==> src/mdoc_regs.svh <==
// register offsets, field positions, reset values and timing counts of the digital output block
`ifndef MDOC_REGS_SVH
`define MDOC_REGS_SVH

// ---------------------------------------------------------------
// bus shape
// ---------------------------------------------------------------
`define MDOC_ADDR_W 8
`define MDOC_DATA_W 32

// ---------------------------------------------------------------
// register byte offsets
// ---------------------------------------------------------------
`define MDOC_OFS_CTRL 8'h00
`define MDOC_OFS_ON_TIME 8'h04
`define MDOC_OFS_ALARM_MASK 8'h08
`define MDOC_OFS_CMD 8'h0C
`define MDOC_OFS_STATUS 8'h10
`define MDOC_OFS_ENERGY 8'h14

// ---------------------------------------------------------------
// field positions
// ---------------------------------------------------------------
`define MDOC_CTRL_MODE_LSB 0
`define MDOC_CTRL_BEH_LSB 2
`define MDOC_CTRL_DSEL_LSB 4
`define MDOC_CMD_ON_BIT 0
`define MDOC_CMD_OFF_BIT 1
`define MDOC_CMD_REL_BIT 2
`define MDOC_STAT_OUT_BIT 0
`define MDOC_STAT_HOLD_BIT 1
`define MDOC_STAT_COIL_BIT 2
`define MDOC_STAT_REM_LSB 16
`define MDOC_ENERGY_RATE_LSB 0
`define MDOC_ENERGY_CH_LSB 24

// ---------------------------------------------------------------
// widths, ranges and reset values
// ---------------------------------------------------------------
`define MDOC_ON_TIME_W 14
`define MDOC_ON_TIME_MAX 14'h270F
`define MDOC_ON_TIME_RST 14'h0000
`define MDOC_RATE_W 24
`define MDOC_RATE_MIN 24'h000001
`define MDOC_RATE_MAX 24'h98967F
`define MDOC_RATE_RST 24'h000001
`define MDOC_ECH_W 4
`define MDOC_ECH_MAX 4'h8

// ---------------------------------------------------------------
// timing
// ---------------------------------------------------------------
`define MDOC_CLK_HZ 250000000
`define MDOC_TICK_S 1

`endif

==> src/mdoc_pkg.sv <==
// types shared by the digital output control block
`default_nettype none
`include "mdoc_regs.svh"

package mdoc_pkg;

  typedef enum logic [1:0] {
    MDOC_CM_EXTERNAL,
    MDOC_CM_DEMAND,
    MDOC_CM_ALARM,
    MDOC_CM_ENERGY
  } mdoc_ctrl_mode_t;

  typedef enum logic [1:0] {
    MDOC_BM_NORMAL,
    MDOC_BM_TIMED,
    MDOC_BM_COIL,
    MDOC_BM_RSVD
  } mdoc_beh_mode_t;

  typedef enum logic [1:0] {
    MDOC_DS_POWER,
    MDOC_DS_CURRENT,
    MDOC_DS_INPUT,
    MDOC_DS_RSVD
  } mdoc_dmd_sel_t;

  typedef struct packed {
    mdoc_dmd_sel_t dmd_sel;
    mdoc_beh_mode_t beh;
    mdoc_ctrl_mode_t ctrl;
  } mdoc_cfg_t;

  typedef struct packed {
    logic [`MDOC_ADDR_W-1:0] addr;
    logic [`MDOC_DATA_W-1:0] wdata;
    logic we;
    logic re;
  } mdoc_bus_req_t;

endpackage

`default_nettype wire

==> src/mdoc_top.sv <==
// digital output control: source and hold behaviour of one discrete meter output
`default_nettype none
`include "mdoc_regs.svh"

module mdoc_top #(
  parameter int NUM_ALARMS = 8,
  parameter int TICK_CYCLES = `MDOC_CLK_HZ * `MDOC_TICK_S
) (
  input wire logic mclk,
  input wire logic arst_n,
  input wire mdoc_pkg::mdoc_bus_req_t bus_req,
  output logic [`MDOC_DATA_W-1:0] bus_rdata,
  input wire logic [2:0] dmd_end,
  input wire logic [NUM_ALARMS-1:0] alarm_trig,
  input wire logic energy_pulse,
  output logic [`MDOC_ECH_W-1:0] energy_ch,
  output logic [`MDOC_RATE_W-1:0] energy_rate,
  input wire mdoc_pkg::mdoc_cfg_t nv_cfg_in,
  input wire logic nv_coil_in,
  output mdoc_pkg::mdoc_cfg_t nv_cfg_out,
  output logic nv_coil_out,
  output logic nv_wr,
  output logic dout
);
  import mdoc_pkg::*;

  localparam int TW = (TICK_CYCLES > 1) ? $clog2(TICK_CYCLES) : 1;
  localparam logic [TW-1:0] TICK_LAST = TW'(TICK_CYCLES - 1);

  // ---------------------------------------------------------------
  // reset release
  // ---------------------------------------------------------------
  logic rst_meta_q;
  logic rst_n_q;

  always_ff @(posedge mclk or negedge arst_n) begin
    if (!arst_n) begin
      rst_meta_q <= 1'b0;
      rst_n_q <= 1'b0;
    end else begin
      rst_meta_q <= 1'b1;
      rst_n_q <= rst_meta_q;
    end
  end

  // ---------------------------------------------------------------
  // state
  // ---------------------------------------------------------------
  logic restored_q, restored_d;
  mdoc_cfg_t cfg_q, cfg_d;
  logic [`MDOC_ON_TIME_W-1:0] on_time_q, on_time_d;
  logic [NUM_ALARMS-1:0] alarm_mask_q, alarm_mask_d;
  logic [`MDOC_RATE_W-1:0] rate_q, rate_d;
  logic [`MDOC_ECH_W-1:0] ech_q, ech_d;
  logic hold_q, hold_d;
  logic coil_q, coil_d;
  logic [`MDOC_ON_TIME_W-1:0] remain_q, remain_d;
  logic [TW-1:0] tick_q, tick_d;
  logic [2:0] dmd_prev_q;
  logic [NUM_ALARMS-1:0] alarm_prev_q;
  logic dout_q, dout_d;
  logic nv_wr_q, nv_wr_d;
  logic [`MDOC_DATA_W-1:0] rdata_q, rdata_d;

  // ---------------------------------------------------------------
  // register port decode
  // ---------------------------------------------------------------
  logic wr_ctrl, wr_on_time, wr_mask, wr_cmd, wr_energy;
  logic cmd_on, cmd_off, cmd_rel;
  logic [`MDOC_ON_TIME_W-1:0] wr_on_val;
  logic [`MDOC_RATE_W-1:0] wr_rate_val;
  logic [`MDOC_ECH_W-1:0] wr_ech_val;
  logic bus_open;

  // nothing is taken until the stored state has been brought back
  assign bus_open = restored_q;

  always_comb begin
    wr_ctrl = 1'b0;
    wr_on_time = 1'b0;
    wr_mask = 1'b0;
    wr_cmd = 1'b0;
    wr_energy = 1'b0;
    if (bus_open && bus_req.we) begin
      if (bus_req.addr == `MDOC_OFS_CTRL) begin
        wr_ctrl = 1'b1;
      end else if (bus_req.addr == `MDOC_OFS_ON_TIME) begin
        wr_on_time = 1'b1;
      end else if (bus_req.addr == `MDOC_OFS_ALARM_MASK) begin
        wr_mask = 1'b1;
      end else if (bus_req.addr == `MDOC_OFS_CMD) begin
        wr_cmd = 1'b1;
      end else if (bus_req.addr == `MDOC_OFS_ENERGY) begin
        wr_energy = 1'b1;
      end
    end
  end

  assign wr_on_val = bus_req.wdata[`MDOC_ON_TIME_W-1:0];
  assign wr_rate_val = bus_req.wdata[`MDOC_ENERGY_RATE_LSB +: `MDOC_RATE_W];
  assign wr_ech_val = bus_req.wdata[`MDOC_ENERGY_CH_LSB +: `MDOC_ECH_W];
  assign cmd_on = wr_cmd && bus_req.wdata[`MDOC_CMD_ON_BIT];
  assign cmd_off = wr_cmd && bus_req.wdata[`MDOC_CMD_OFF_BIT];
  assign cmd_rel = wr_cmd && bus_req.wdata[`MDOC_CMD_REL_BIT];

  // ---------------------------------------------------------------
  // event sources
  // ---------------------------------------------------------------
  logic dmd_hit, alarm_hit;
  logic [2:0] dmd_rise;
  logic [NUM_ALARMS-1:0] alarm_rise;
  logic in_ext, in_dmd, in_alarm, in_energy;

  assign in_ext = (cfg_q.ctrl == MDOC_CM_EXTERNAL);
  assign in_dmd = (cfg_q.ctrl == MDOC_CM_DEMAND);
  assign in_alarm = (cfg_q.ctrl == MDOC_CM_ALARM);
  assign in_energy = (cfg_q.ctrl == MDOC_CM_ENERGY);

  assign dmd_rise = dmd_end & ~dmd_prev_q;
  assign alarm_rise = alarm_trig & ~alarm_prev_q;

  always_comb begin
    dmd_hit = 1'b0;
    case (cfg_q.dmd_sel)
      MDOC_DS_POWER: dmd_hit = dmd_rise[0];
      MDOC_DS_CURRENT: dmd_hit = dmd_rise[1];
      MDOC_DS_INPUT: dmd_hit = dmd_rise[2];
      default: dmd_hit = 1'b0;
    endcase
    dmd_hit = dmd_hit && in_dmd;
  end

  // any enabled alarm that goes active counts as one trigger
  assign alarm_hit = in_alarm && |(alarm_rise & alarm_mask_q);

  // ---------------------------------------------------------------
  // next state
  // ---------------------------------------------------------------
  logic start_pulse;
  logic set_hold, clr_hold, set_coil, clr_coil;

  always_comb begin
    restored_d = 1'b1;
    cfg_d = cfg_q;
    on_time_d = on_time_q;
    alarm_mask_d = alarm_mask_q;
    rate_d = rate_q;
    ech_d = ech_q;
    hold_d = hold_q;
    coil_d = coil_q;
    remain_d = remain_q;
    tick_d = tick_q;
    start_pulse = 1'b0;
    set_hold = 1'b0;
    clr_hold = 1'b0;
    set_coil = 1'b0;
    clr_coil = 1'b0;

    if (!restored_q) begin
      // first cycle after release: bring back the stored setup and coil state
      cfg_d = nv_cfg_in;
      coil_d = nv_coil_in;
    end else begin
      if (wr_ctrl) begin
        cfg_d = mdoc_cfg_t'(bus_req.wdata[5:0]);
      end
      if (wr_on_time && bus_req.wdata[31:`MDOC_ON_TIME_W] == '0 && wr_on_val <= `MDOC_ON_TIME_MAX) begin
        on_time_d = wr_on_val;
      end
      if (wr_mask) begin
        alarm_mask_d = bus_req.wdata[NUM_ALARMS-1:0];
      end
      if (wr_energy) begin
        // an out-of-range rate or channel leaves that field as it was
        if (wr_rate_val >= `MDOC_RATE_MIN && wr_rate_val <= `MDOC_RATE_MAX) begin
          rate_d = wr_rate_val;
        end
        if (wr_ech_val <= `MDOC_ECH_MAX) begin
          ech_d = wr_ech_val;
        end
      end

      // sources per mode; on commands only reach the output in external mode, off and release act in external and alarm mode
      case (cfg_q.beh)
        MDOC_BM_NORMAL: begin
          set_hold = (in_ext && cmd_on) || alarm_hit;
          clr_hold = (in_ext || in_alarm) && cmd_off;
        end
        MDOC_BM_TIMED: begin
          start_pulse = (in_ext && cmd_on) || alarm_hit;
        end
        MDOC_BM_COIL: begin
          set_coil = (in_ext && cmd_on) || alarm_hit;
          clr_coil = (in_ext || in_alarm) && cmd_rel;
        end
        default: begin
          start_pulse = 1'b0;
        end
      endcase
      // demand sync always pulses for the programmed time
      if (dmd_hit) begin
        start_pulse = 1'b1;
      end

      // set wins over a clear in the same cycle
      if (set_hold) begin
        hold_d = 1'b1;
      end else if (clr_hold) begin
        hold_d = 1'b0;
      end
      if (set_coil) begin
        coil_d = 1'b1;
      end else if (clr_coil) begin
        coil_d = 1'b0;
      end
      if (!(in_ext || in_alarm)) begin
        hold_d = 1'b0;
      end

      // pulse timer: the tick restarts with each trigger so the width is exact
      if (start_pulse) begin
        remain_d = on_time_q;
        tick_d = '0;
      end else if (remain_q != '0) begin
        if (tick_q == TICK_LAST) begin
          tick_d = '0;
          remain_d = remain_q - 1'b1;
        end else begin
          tick_d = tick_q + 1'b1;
        end
      end
    end
  end

  // ---------------------------------------------------------------
  // output drive
  // ---------------------------------------------------------------
  always_comb begin
    dout_d = 1'b0;
    if (restored_q) begin
      case (cfg_q.ctrl)
        MDOC_CM_EXTERNAL, MDOC_CM_ALARM: begin
          case (cfg_q.beh)
            MDOC_BM_NORMAL: dout_d = hold_d;
            MDOC_BM_TIMED: dout_d = (remain_d != '0);
            MDOC_BM_COIL: dout_d = coil_d;
            default: dout_d = 1'b0;
          endcase
        end
        MDOC_CM_DEMAND: dout_d = (remain_d != '0);
        MDOC_CM_ENERGY: dout_d = energy_pulse;
        default: dout_d = 1'b0;
      endcase
    end
  end

  // nonvolatile copy is rewritten whenever setup or coil state moves, other than on the restore load
  assign nv_wr_d = restored_q && ((cfg_d != cfg_q) || (coil_d != coil_q));

  // ---------------------------------------------------------------
  // read data
  // ---------------------------------------------------------------
  always_comb begin
    rdata_d = '0;
    if (bus_open && bus_req.re) begin
      if (bus_req.addr == `MDOC_OFS_CTRL) begin
        rdata_d[5:0] = cfg_q;
      end else if (bus_req.addr == `MDOC_OFS_ON_TIME) begin
        rdata_d[`MDOC_ON_TIME_W-1:0] = on_time_q;
      end else if (bus_req.addr == `MDOC_OFS_ALARM_MASK) begin
        rdata_d[NUM_ALARMS-1:0] = alarm_mask_q;
      end else if (bus_req.addr == `MDOC_OFS_STATUS) begin
        rdata_d[`MDOC_STAT_OUT_BIT] = dout_q;
        rdata_d[`MDOC_STAT_HOLD_BIT] = hold_q;
        rdata_d[`MDOC_STAT_COIL_BIT] = coil_q;
        rdata_d[`MDOC_STAT_REM_LSB +: `MDOC_ON_TIME_W] = remain_q;
      end else if (bus_req.addr == `MDOC_OFS_ENERGY) begin
        rdata_d[`MDOC_ENERGY_RATE_LSB +: `MDOC_RATE_W] = rate_q;
        rdata_d[`MDOC_ENERGY_CH_LSB +: `MDOC_ECH_W] = ech_q;
      end
    end
  end

  // ---------------------------------------------------------------
  // registers
  // ---------------------------------------------------------------
  always_ff @(posedge mclk or negedge rst_n_q) begin
    if (!rst_n_q) begin
      restored_q <= 1'b0;
      cfg_q <= '0;
      on_time_q <= `MDOC_ON_TIME_RST;
      alarm_mask_q <= '0;
      rate_q <= `MDOC_RATE_RST;
      ech_q <= '0;
      hold_q <= 1'b0;
      coil_q <= 1'b0;
      remain_q <= '0;
      tick_q <= '0;
      dmd_prev_q <= '1;
      alarm_prev_q <= '1;
      dout_q <= 1'b0;
      nv_wr_q <= 1'b0;
      rdata_q <= '0;
    end else begin
      restored_q <= restored_d;
      cfg_q <= cfg_d;
      on_time_q <= on_time_d;
      alarm_mask_q <= alarm_mask_d;
      rate_q <= rate_d;
      ech_q <= ech_d;
      hold_q <= hold_d;
      coil_q <= coil_d;
      remain_q <= remain_d;
      tick_q <= tick_d;
      dmd_prev_q <= dmd_end;
      alarm_prev_q <= alarm_trig;
      dout_q <= dout_d;
      nv_wr_q <= nv_wr_d;
      rdata_q <= rdata_d;
    end
  end

  assign bus_rdata = rdata_q;
  assign dout = dout_q;
  assign energy_ch = ech_q;
  assign energy_rate = rate_q;
  assign nv_cfg_out = cfg_q;
  assign nv_coil_out = coil_q;
  assign nv_wr = nv_wr_q;

endmodule

`default_nettype wire
==> config.mk <==
export PLATFORM = sky130hd
export DESIGN_NAME = mdoc_top
export DESIGN_NICKNAME = d
export VERILOG_FILES = /design/src/mdoc_pkg.sv /design/src/mdoc_top.sv
export VERILOG_INCLUDE_DIRS = /design/src /design/src/src
export SDC_FILE = /design/constraint.sdc
export NUM_CORES = 1
export LEC_CHECK = 0
export BUFFER_PORTS_ARGS = -buffer_cell sky130_fd_sc_hd__buf_2
export CORE_MARGIN = 8
export CORE_UTILIZATION = 50
export DETAILED_ROUTE_END_ITERATION = 10
export PLACE_DENSITY = 0.76
export SLEW_MARGIN = 10
export SYNTH_ARGS = -nofsm -noshare
export SYNTH_HDL_FRONTEND = slang
export SYNTH_SLANG_ARGS = --single-unit
==> constraint.sdc <==
create_clock -name mclk -period 4.1 [get_ports mclk]
set_input_delay 0.41 -clock mclk [delete_from_list [all_inputs] [get_ports mclk]]
set_output_delay 0.41 -clock mclk [all_outputs]
set_load 0.02 [all_outputs]
==> flow_metrics.tcl, run 1 <==
set metrics [dict create \
    status "finished, final reports clean" \
    routed_via_density 6.10 \
    p_leak_nw 4.12 \
    ctsHoldBuffers 1 \
    cts_buffers 17 \
    ys.flop_type "dfrtp_1" \
    antenna_cells 0 \
    layout_setup_ws_ps 321 \
    endpoint_kind "register" \
    synth_seq_cells 146 \
    grt_pass1_vias 6241 \
    report.final.slew_viol_count 0 \
    slowest_delay_ps 710 \
    die_h_um 135 \
    synth.most_common_cell "dfrtp_1" \
    fin_area_sq_mm 0.00858 \
    peakVddDrop_mv 0.280 \
    netlist.area_leader.share_pct 47.2 \
    yosys-top-cells-count "134 x dfrtp_1, 76 x nor2_1, 54 x nand2_1, 45 x mux2_2, 24 x nand3_1" \
    hold_viol 0 \
    cts_tree "done" \
    grt_antenna_before_repair 0 \
    core_area_sq_mm 0.0139 \
    drc 0 \
    dieArea_sq_mm 0.0183 \
    synth.area.top_cells "dfrtp_1 47%, mux2_2 7.1%, dfstp_2 4.4%" \
    detail-route-antenna-nets 0 \
    htreeDepth 4 \
    drive_above_1_share_pct 30.1 \
    placed_area_sq_mm 0.00798 \
    cts_setup_buffers 0 \
    num_vias 6107 \
    fmax_mhz 265 \
    track_usage_pct 23.5 \
    initial_core_util_pct 51.1 \
    cts_sinks 146 \
    row_count 43 \
    dp_hpwl_um 15700 \
    layout.nets 874 \
    cts_resized 0 \
    crit_path_cell_trace "ha_1 > nand2_1 > or4_1 > or3_1 > or4_4 > inv_1 > nand3_1 > o221a_2 > a2111oi_0 > a31oi_1" \
    fill_cells 1183 \
    synth_area_sq_mm 0.00710 \
    fin_hold_ws_ps 82.1 \
    crit_slowest_cell "a2111oi_0" \
    pre_cts_ws_ps 520 \
    regArea_sq_mm 0.00367 \
    cp-endpoint "dout$_DFF_PN0_" \
    cts.clk_slew.worst_paths_ps 70 \
    overflow 0 \
    insertion_delay_ps 430 \
    rsz0062_at_grt "no" \
    tightest_slew_ps 1110 \
    rr_startpoint "tick_q[0]$_DFFE_PN0P_" \
    post-route-period-util_pct 92.2 \
    first_pass_iters 8 \
    synth_cell_types 75 \
    wl_per_cell_um 21.0 \
    grt_pass1_wl_um 33900 \
    ys_warn_count 0 \
    synth_edf_count 0 \
    area_delta_synth_final_pct 20.9 \
    cp_num_buf_inv 1 \
    root_buffer "clkbuf_16" \
    relSlewSlack_pct 26.2 \
    maxCapViolations 0 \
    yosysTopAreaCell "dfrtp_1" \
    grt_max_degree 87 \
    cp.arrival_ps 4050 \
    cp-start-kind "register" \
    async_reset_ff_share_pct 100 \
    path_max_fanout 11 \
    path_depth 10 \
    min_period_ps 3780 \
    rr_endpoint "dout$_DFF_PN0_" \
    drt_iter0_markers 616 \
    powerDensity_mw_per_mm2 411 \
    multi_input_area_sq_mm 0.00324 \
    critical_path_class "register to register" \
    reg2reg_depth 10 \
    reg2reg_slack_ps 320 \
    routabilityCongestion 0.943 \
    cp_top_family "simple AND/OR/NAND/NOR gates" \
    routed_wl_um 21100 \
    io_buffer_count 129 \
    tns_ps 0 \
    synthCells 675 \
    io_pins 132 \
    crit_start "tick_q[0]$_DFFE_PN0P_" \
    die_w_um 135 \
    hp-class "primary input to register" \
    setup_viol 0 \
    syn_area_per_cell_sq_um 10.5 \
    yosysSeqAreaShare_pct 51.7 \
    clock_tree.buffer_depth 2 \
    cp.required_ps 4370 \
    skew_ps 12.6 \
]
-- report_power, final --
part / switching, W / internal [W] / total (W) / leakage, nW
logic: 0.000201 / 0.000140 / 0.000341 / 1.92
registers: 0.000124 / 0.00151 / 0.00164 / 1.91
clock network: 0.000681 / 0.000864 / 0.00154 / 0.286
total: 0.00101 / 0.00252 / 0.00352 / 4.12
-- worst min-delay path by stage --
stage | startpoint | to | slack (ps) | depth (start not counted)
2_1_floorplan | arst_n | rst_meta_q$_DFF_PN0_ | 110 | 0
3_3_place_gp | arst_n | rst_meta_q$_DFF_PN0_ | 190 | 1
3_5_place_dp | arst_n | rst_meta_q$_DFF_PN0_ | 200 | 1
4_1_cts | alarm_trig[6] | alarm_prev_q[6]$_DFF_PN1_ | 70 | 1
5_1_grt | alarm_trig[6] | alarm_prev_q[6]$_DFF_PN1_ | 70 | 1
6_report | alarm_trig[6] | alarm_prev_q[6]$_DFF_PN1_ | 80 | 1
-- logic make-up (layout without fill, tap and decap cells) --
family                   count (synthesis)  after routing  share of synthesized area, %
buffers and inverters                   50            194                          2.86
AO/OA/AOI/OAI                          133            133                          13.7
adder cells (fa/ha/maj)                  3              3                         0.529
XOR/XNOR                                26             26                          3.21
AND/OR/NAND/NOR                        252            252                          18.3
flip-flops                             146            146                          51.7
other                                    2              4                         0.106
multiplexers                            63             63                          9.68
-- metal layers --
metal / GRT usage (%) / part of all wire, % / up-vias
met1: 31.9 / 43 / 3030
met4: 8.76 / 2.1 / 0
met2: 35.9 / 46 / 283
li1: - / - / 2754
met3: 5.79 / 8.4 / 40
met5: 0 / 0 / -
-- placed cells by master, fill, tap and decap left out, types with 17 or more instances in the layout --
master     instances
dfrtp_1          133
buf_2            129
nor2_1            76
nand2_1           54
mux2_2            45
nand3_1           24
a21oi_1           22
o21ai_0           20
inv_1             19
mux2i_1           18
clkbuf_16         17
-- cell type report --
cell class                      instances  area share, %
Clock buffer                           17           4.96
Sequential cell                       146           42.8
Multi-Input combinational cell        481           37.8
Timing Repair Buffer                  143           9.07
Inverter                               19          0.831
Tap cell                              180           2.62
Clock inverter                         15           1.97
-- registers in the layout, indices dropped and copies added, names as in the netlist --
register and cells:
tick_q 28, dmd_prev_q 3, bus_rdata 30, energy_ch 4
nv_coil_out 1, rst_n_q 1, rst_meta_q 1, alarm_mask_q 8
on_time_q 14, nv_cfg_out 6, nv_wr 1, dout 1
hold_q 1, remain_q 14, alarm_prev_q 8, bus_open 1
energy_rate 24
-- stage by stage --
step                      cells  power, W  util, %
final                      1001   0.00352     61.8
after global routing       1001   0.00367     61.8
after CTS                  1001   0.00354     61.8
after detailed placement    968   0.00200     57.5
after global placement      968   0.00198     57.5
after floorplan             677   0.00184        -
Power figures use the tool's default switching activity.
==> run 2, diff against run 1 <==
--- a/config.mk
+++ b/config.mk
@@ -9,7 +9,7 @@
 export BUFFER_PORTS_ARGS = -buffer_cell sky130_fd_sc_hd__buf_2
 export CORE_MARGIN = 8
-export CORE_UTILIZATION = 50
+export CORE_UTILIZATION = 55
 export DETAILED_ROUTE_END_ITERATION = 10
-export PLACE_DENSITY = 0.76
+export PLACE_DENSITY = 0.79
 export SLEW_MARGIN = 10
 export SYNTH_ARGS = -nofsm -noshare
==> constraint.sdc (replaced) <==
create_clock -name mclk -period 4.2 [get_ports mclk]
set_input_delay 0.42 -clock mclk [delete_from_list [all_inputs] [get_ports mclk]]
set_output_delay 0.42 -clock mclk [all_outputs]
set_load 0.05 [all_outputs]
==> run 2 against run 1 <==
  * Setup slack gained 490 ps
  * Maximum frequency up 12%
  * Non-clock buffer count decreased by 2
  * Register-to-register slack better by 490 ps
  * Final area decreased by 0.42%
  * First-iteration DRC count down 16%
  * Critical path depth did not move
  * Power down 2.2%
  * Sequential power is 2% lower
  * Global-route usage rose by 1.3 points
  * Cell count is 1.0% lower
  * Largest cell class unchanged
==> flow_metrics.tcl, run 2 (synthesis results as in run 1) <==
set metrics [dict create \
    drc 0 \
    multi_input_area_sq_mm 0.00324 \
    first_pass_iters 5 \
    drt_iter0_markers 520 \
    crit_path_cell_trace "ha_1 > nand2_1 > or4_1 > or3_1 > or4_4 > o31ai_4 > a21oi_1 > nand4bb_1 > nor4bb_1 > a31oi_1" \
    area_delta_synth_final_pct 20.4 \
    min_period_ps 3390 \
    status "finished, final reports clean" \
    relSlewSlack_pct 22.7 \
    skew_ps 8.37 \
    fmax_mhz 295 \
    cp_top_family "simple AND/OR/NAND/NOR gates" \
    cts_resized 0 \
    cts_setup_buffers 0 \
    num_vias 6099 \
    setup_viol 0 \
    initial_core_util_pct 56.2 \
    hold_viol 0 \
    largest_reg_flops 30 \
    peakVddDrop_mv 0.264 \
    routed_wl_um 20300 \
    die_w_um 130 \
    grt_antenna_before_repair 0 \
    post-route-period-util_pct 80.6 \
    fill_cells 989 \
    htreeDepth 4 \
    io_buffer_count 129 \
    overflow 0 \
    maxCapViolations 0 \
    row_count 41 \
    cp-start-kind "register" \
    report.final.slew_viol_count 0 \
    final_common_cell "dfrtp_1" \
    root_buffer "clkbuf_16" \
    ctsHoldBuffers 1 \
    cts_buffers 17 \
    regArea_sq_mm 0.00367 \
    path_max_fanout 11 \
    cts.clk_slew.worst_paths_ps 70 \
    p_leak_nw 4.10 \
    insertion_delay_ps 430 \
    finalPower_w 0.00345 \
    dieArea_sq_mm 0.0168 \
    grt_pass1_vias 6020 \
    detail-route-antenna-nets 0 \
    wl_per_cell_um 20.5 \
    core_area_sq_mm 0.0126 \
    routabilityCongestion 0.957 \
    track_usage_pct 24.8 \
    cp.required_ps 4490 \
    io_pins 132 \
    cts_tree "done" \
    grt_max_degree 86 \
    endpoint_kind "register" \
    tightest_slew_ps 1160 \
    tns_ps 0 \
    cp.arrival_ps 3680 \
    antenna_cells 0 \
    final_cell_mix "133 x dfrtp_1, 129 x buf_2, 76 x nor2_1, 54 x nand2_1, 45 x mux2_2" \
    slowest_delay_ps 570 \
    drive_above_1_share_pct 29.9 \
    layout.nets 872 \
    crit_slowest_cell "or3_1" \
    hp-class "primary input to register" \
    dp_hpwl_um 15100 \
    powerDensity_mw_per_mm2 403 \
    clock_tree.buffer_depth 2 \
    die_h_um 130 \
    rsz0062_at_grt "no" \
    cp_num_buf_inv 0 \
    grt_pass1_wl_um 32000 \
    cts_sinks 146 \
    routed_via_density 6.15 \
    critical_path_class "register to register" \
]
-- run 2: through the flow --
step | setup slack (ps) | cell area, sq um | instances | hold WS (ps) | util, %
final | 813 | 8550 | 991 | 96.3 | 67.7
after global routing | 643 | 8550 | 991 | 82.9 | 67.7
after CTS | 853 | 8550 | 991 | 82.9 | 67.7
after detailed placement | 830 | 7950 | 958 | 207 | 63.0
after global placement | 929 | 7950 | 958 | 204 | 63.0
after floorplan | 1280 | 7110 | 677 | 124 | -
-- run 2: path summary, 6_finish.rpt --
check,start,to,slack [ps],cells after the start
min in group asynchronous,arst_n,rst_n_q$_DFF_PN0_,300,2
worst max register to register,tick_q[0]$_DFFE_PN0P_,dout$_DFF_PN0_,810,10
worst max-delay path,tick_q[0]$_DFFE_PN0P_,dout$_DFF_PN0_,810,10
max in group asynchronous,rst_n_q$_DFF_PN0_,energy_rate[0]$_DFFE_PN1P_,2770,1
worst min register to register,rst_meta_q$_DFF_PN0_,rst_n_q$_DFF_PN0_,360,0
worst min-delay path,alarm_trig[6],alarm_prev_q[6]$_DFF_PN1_,100,1
-- run 2: cell type report --
type                    instances  share of cell area (%)
clock buffers                  18                    5.14
clock inverters                14                    1.68
inverters                      19                   0.834
multi-input cells             481                    37.9
flip-flops and latches        146                    43.0
well taps                     172                    2.52
repair buffers                141                    8.93
-- run 2: power breakdown --
| part | total [W] | internal [W] | switching (W) |
|---|---|---|---|
| clock | 0.00148 | 0.000849 | 0.000633 |
| sequential | 0.00160 | 0.00148 | 0.000120 |
| combinational | 0.000367 | 0.000136 | 0.000231 |
| total | 0.00345 | 0.00246 | 0.000984 |
-- run 2: metal layers --
layer  share of wire [%]  vias up  wire length [um]  GRT usage [%]
li1                    -     2748                 -              -
met1                  43     3038              8790           32.7
met2                  47      284              9490           38.9
met3                 8.8       29              1790           7.07
met4                 1.3        0               259           7.65
met5                   0        -                 0              0
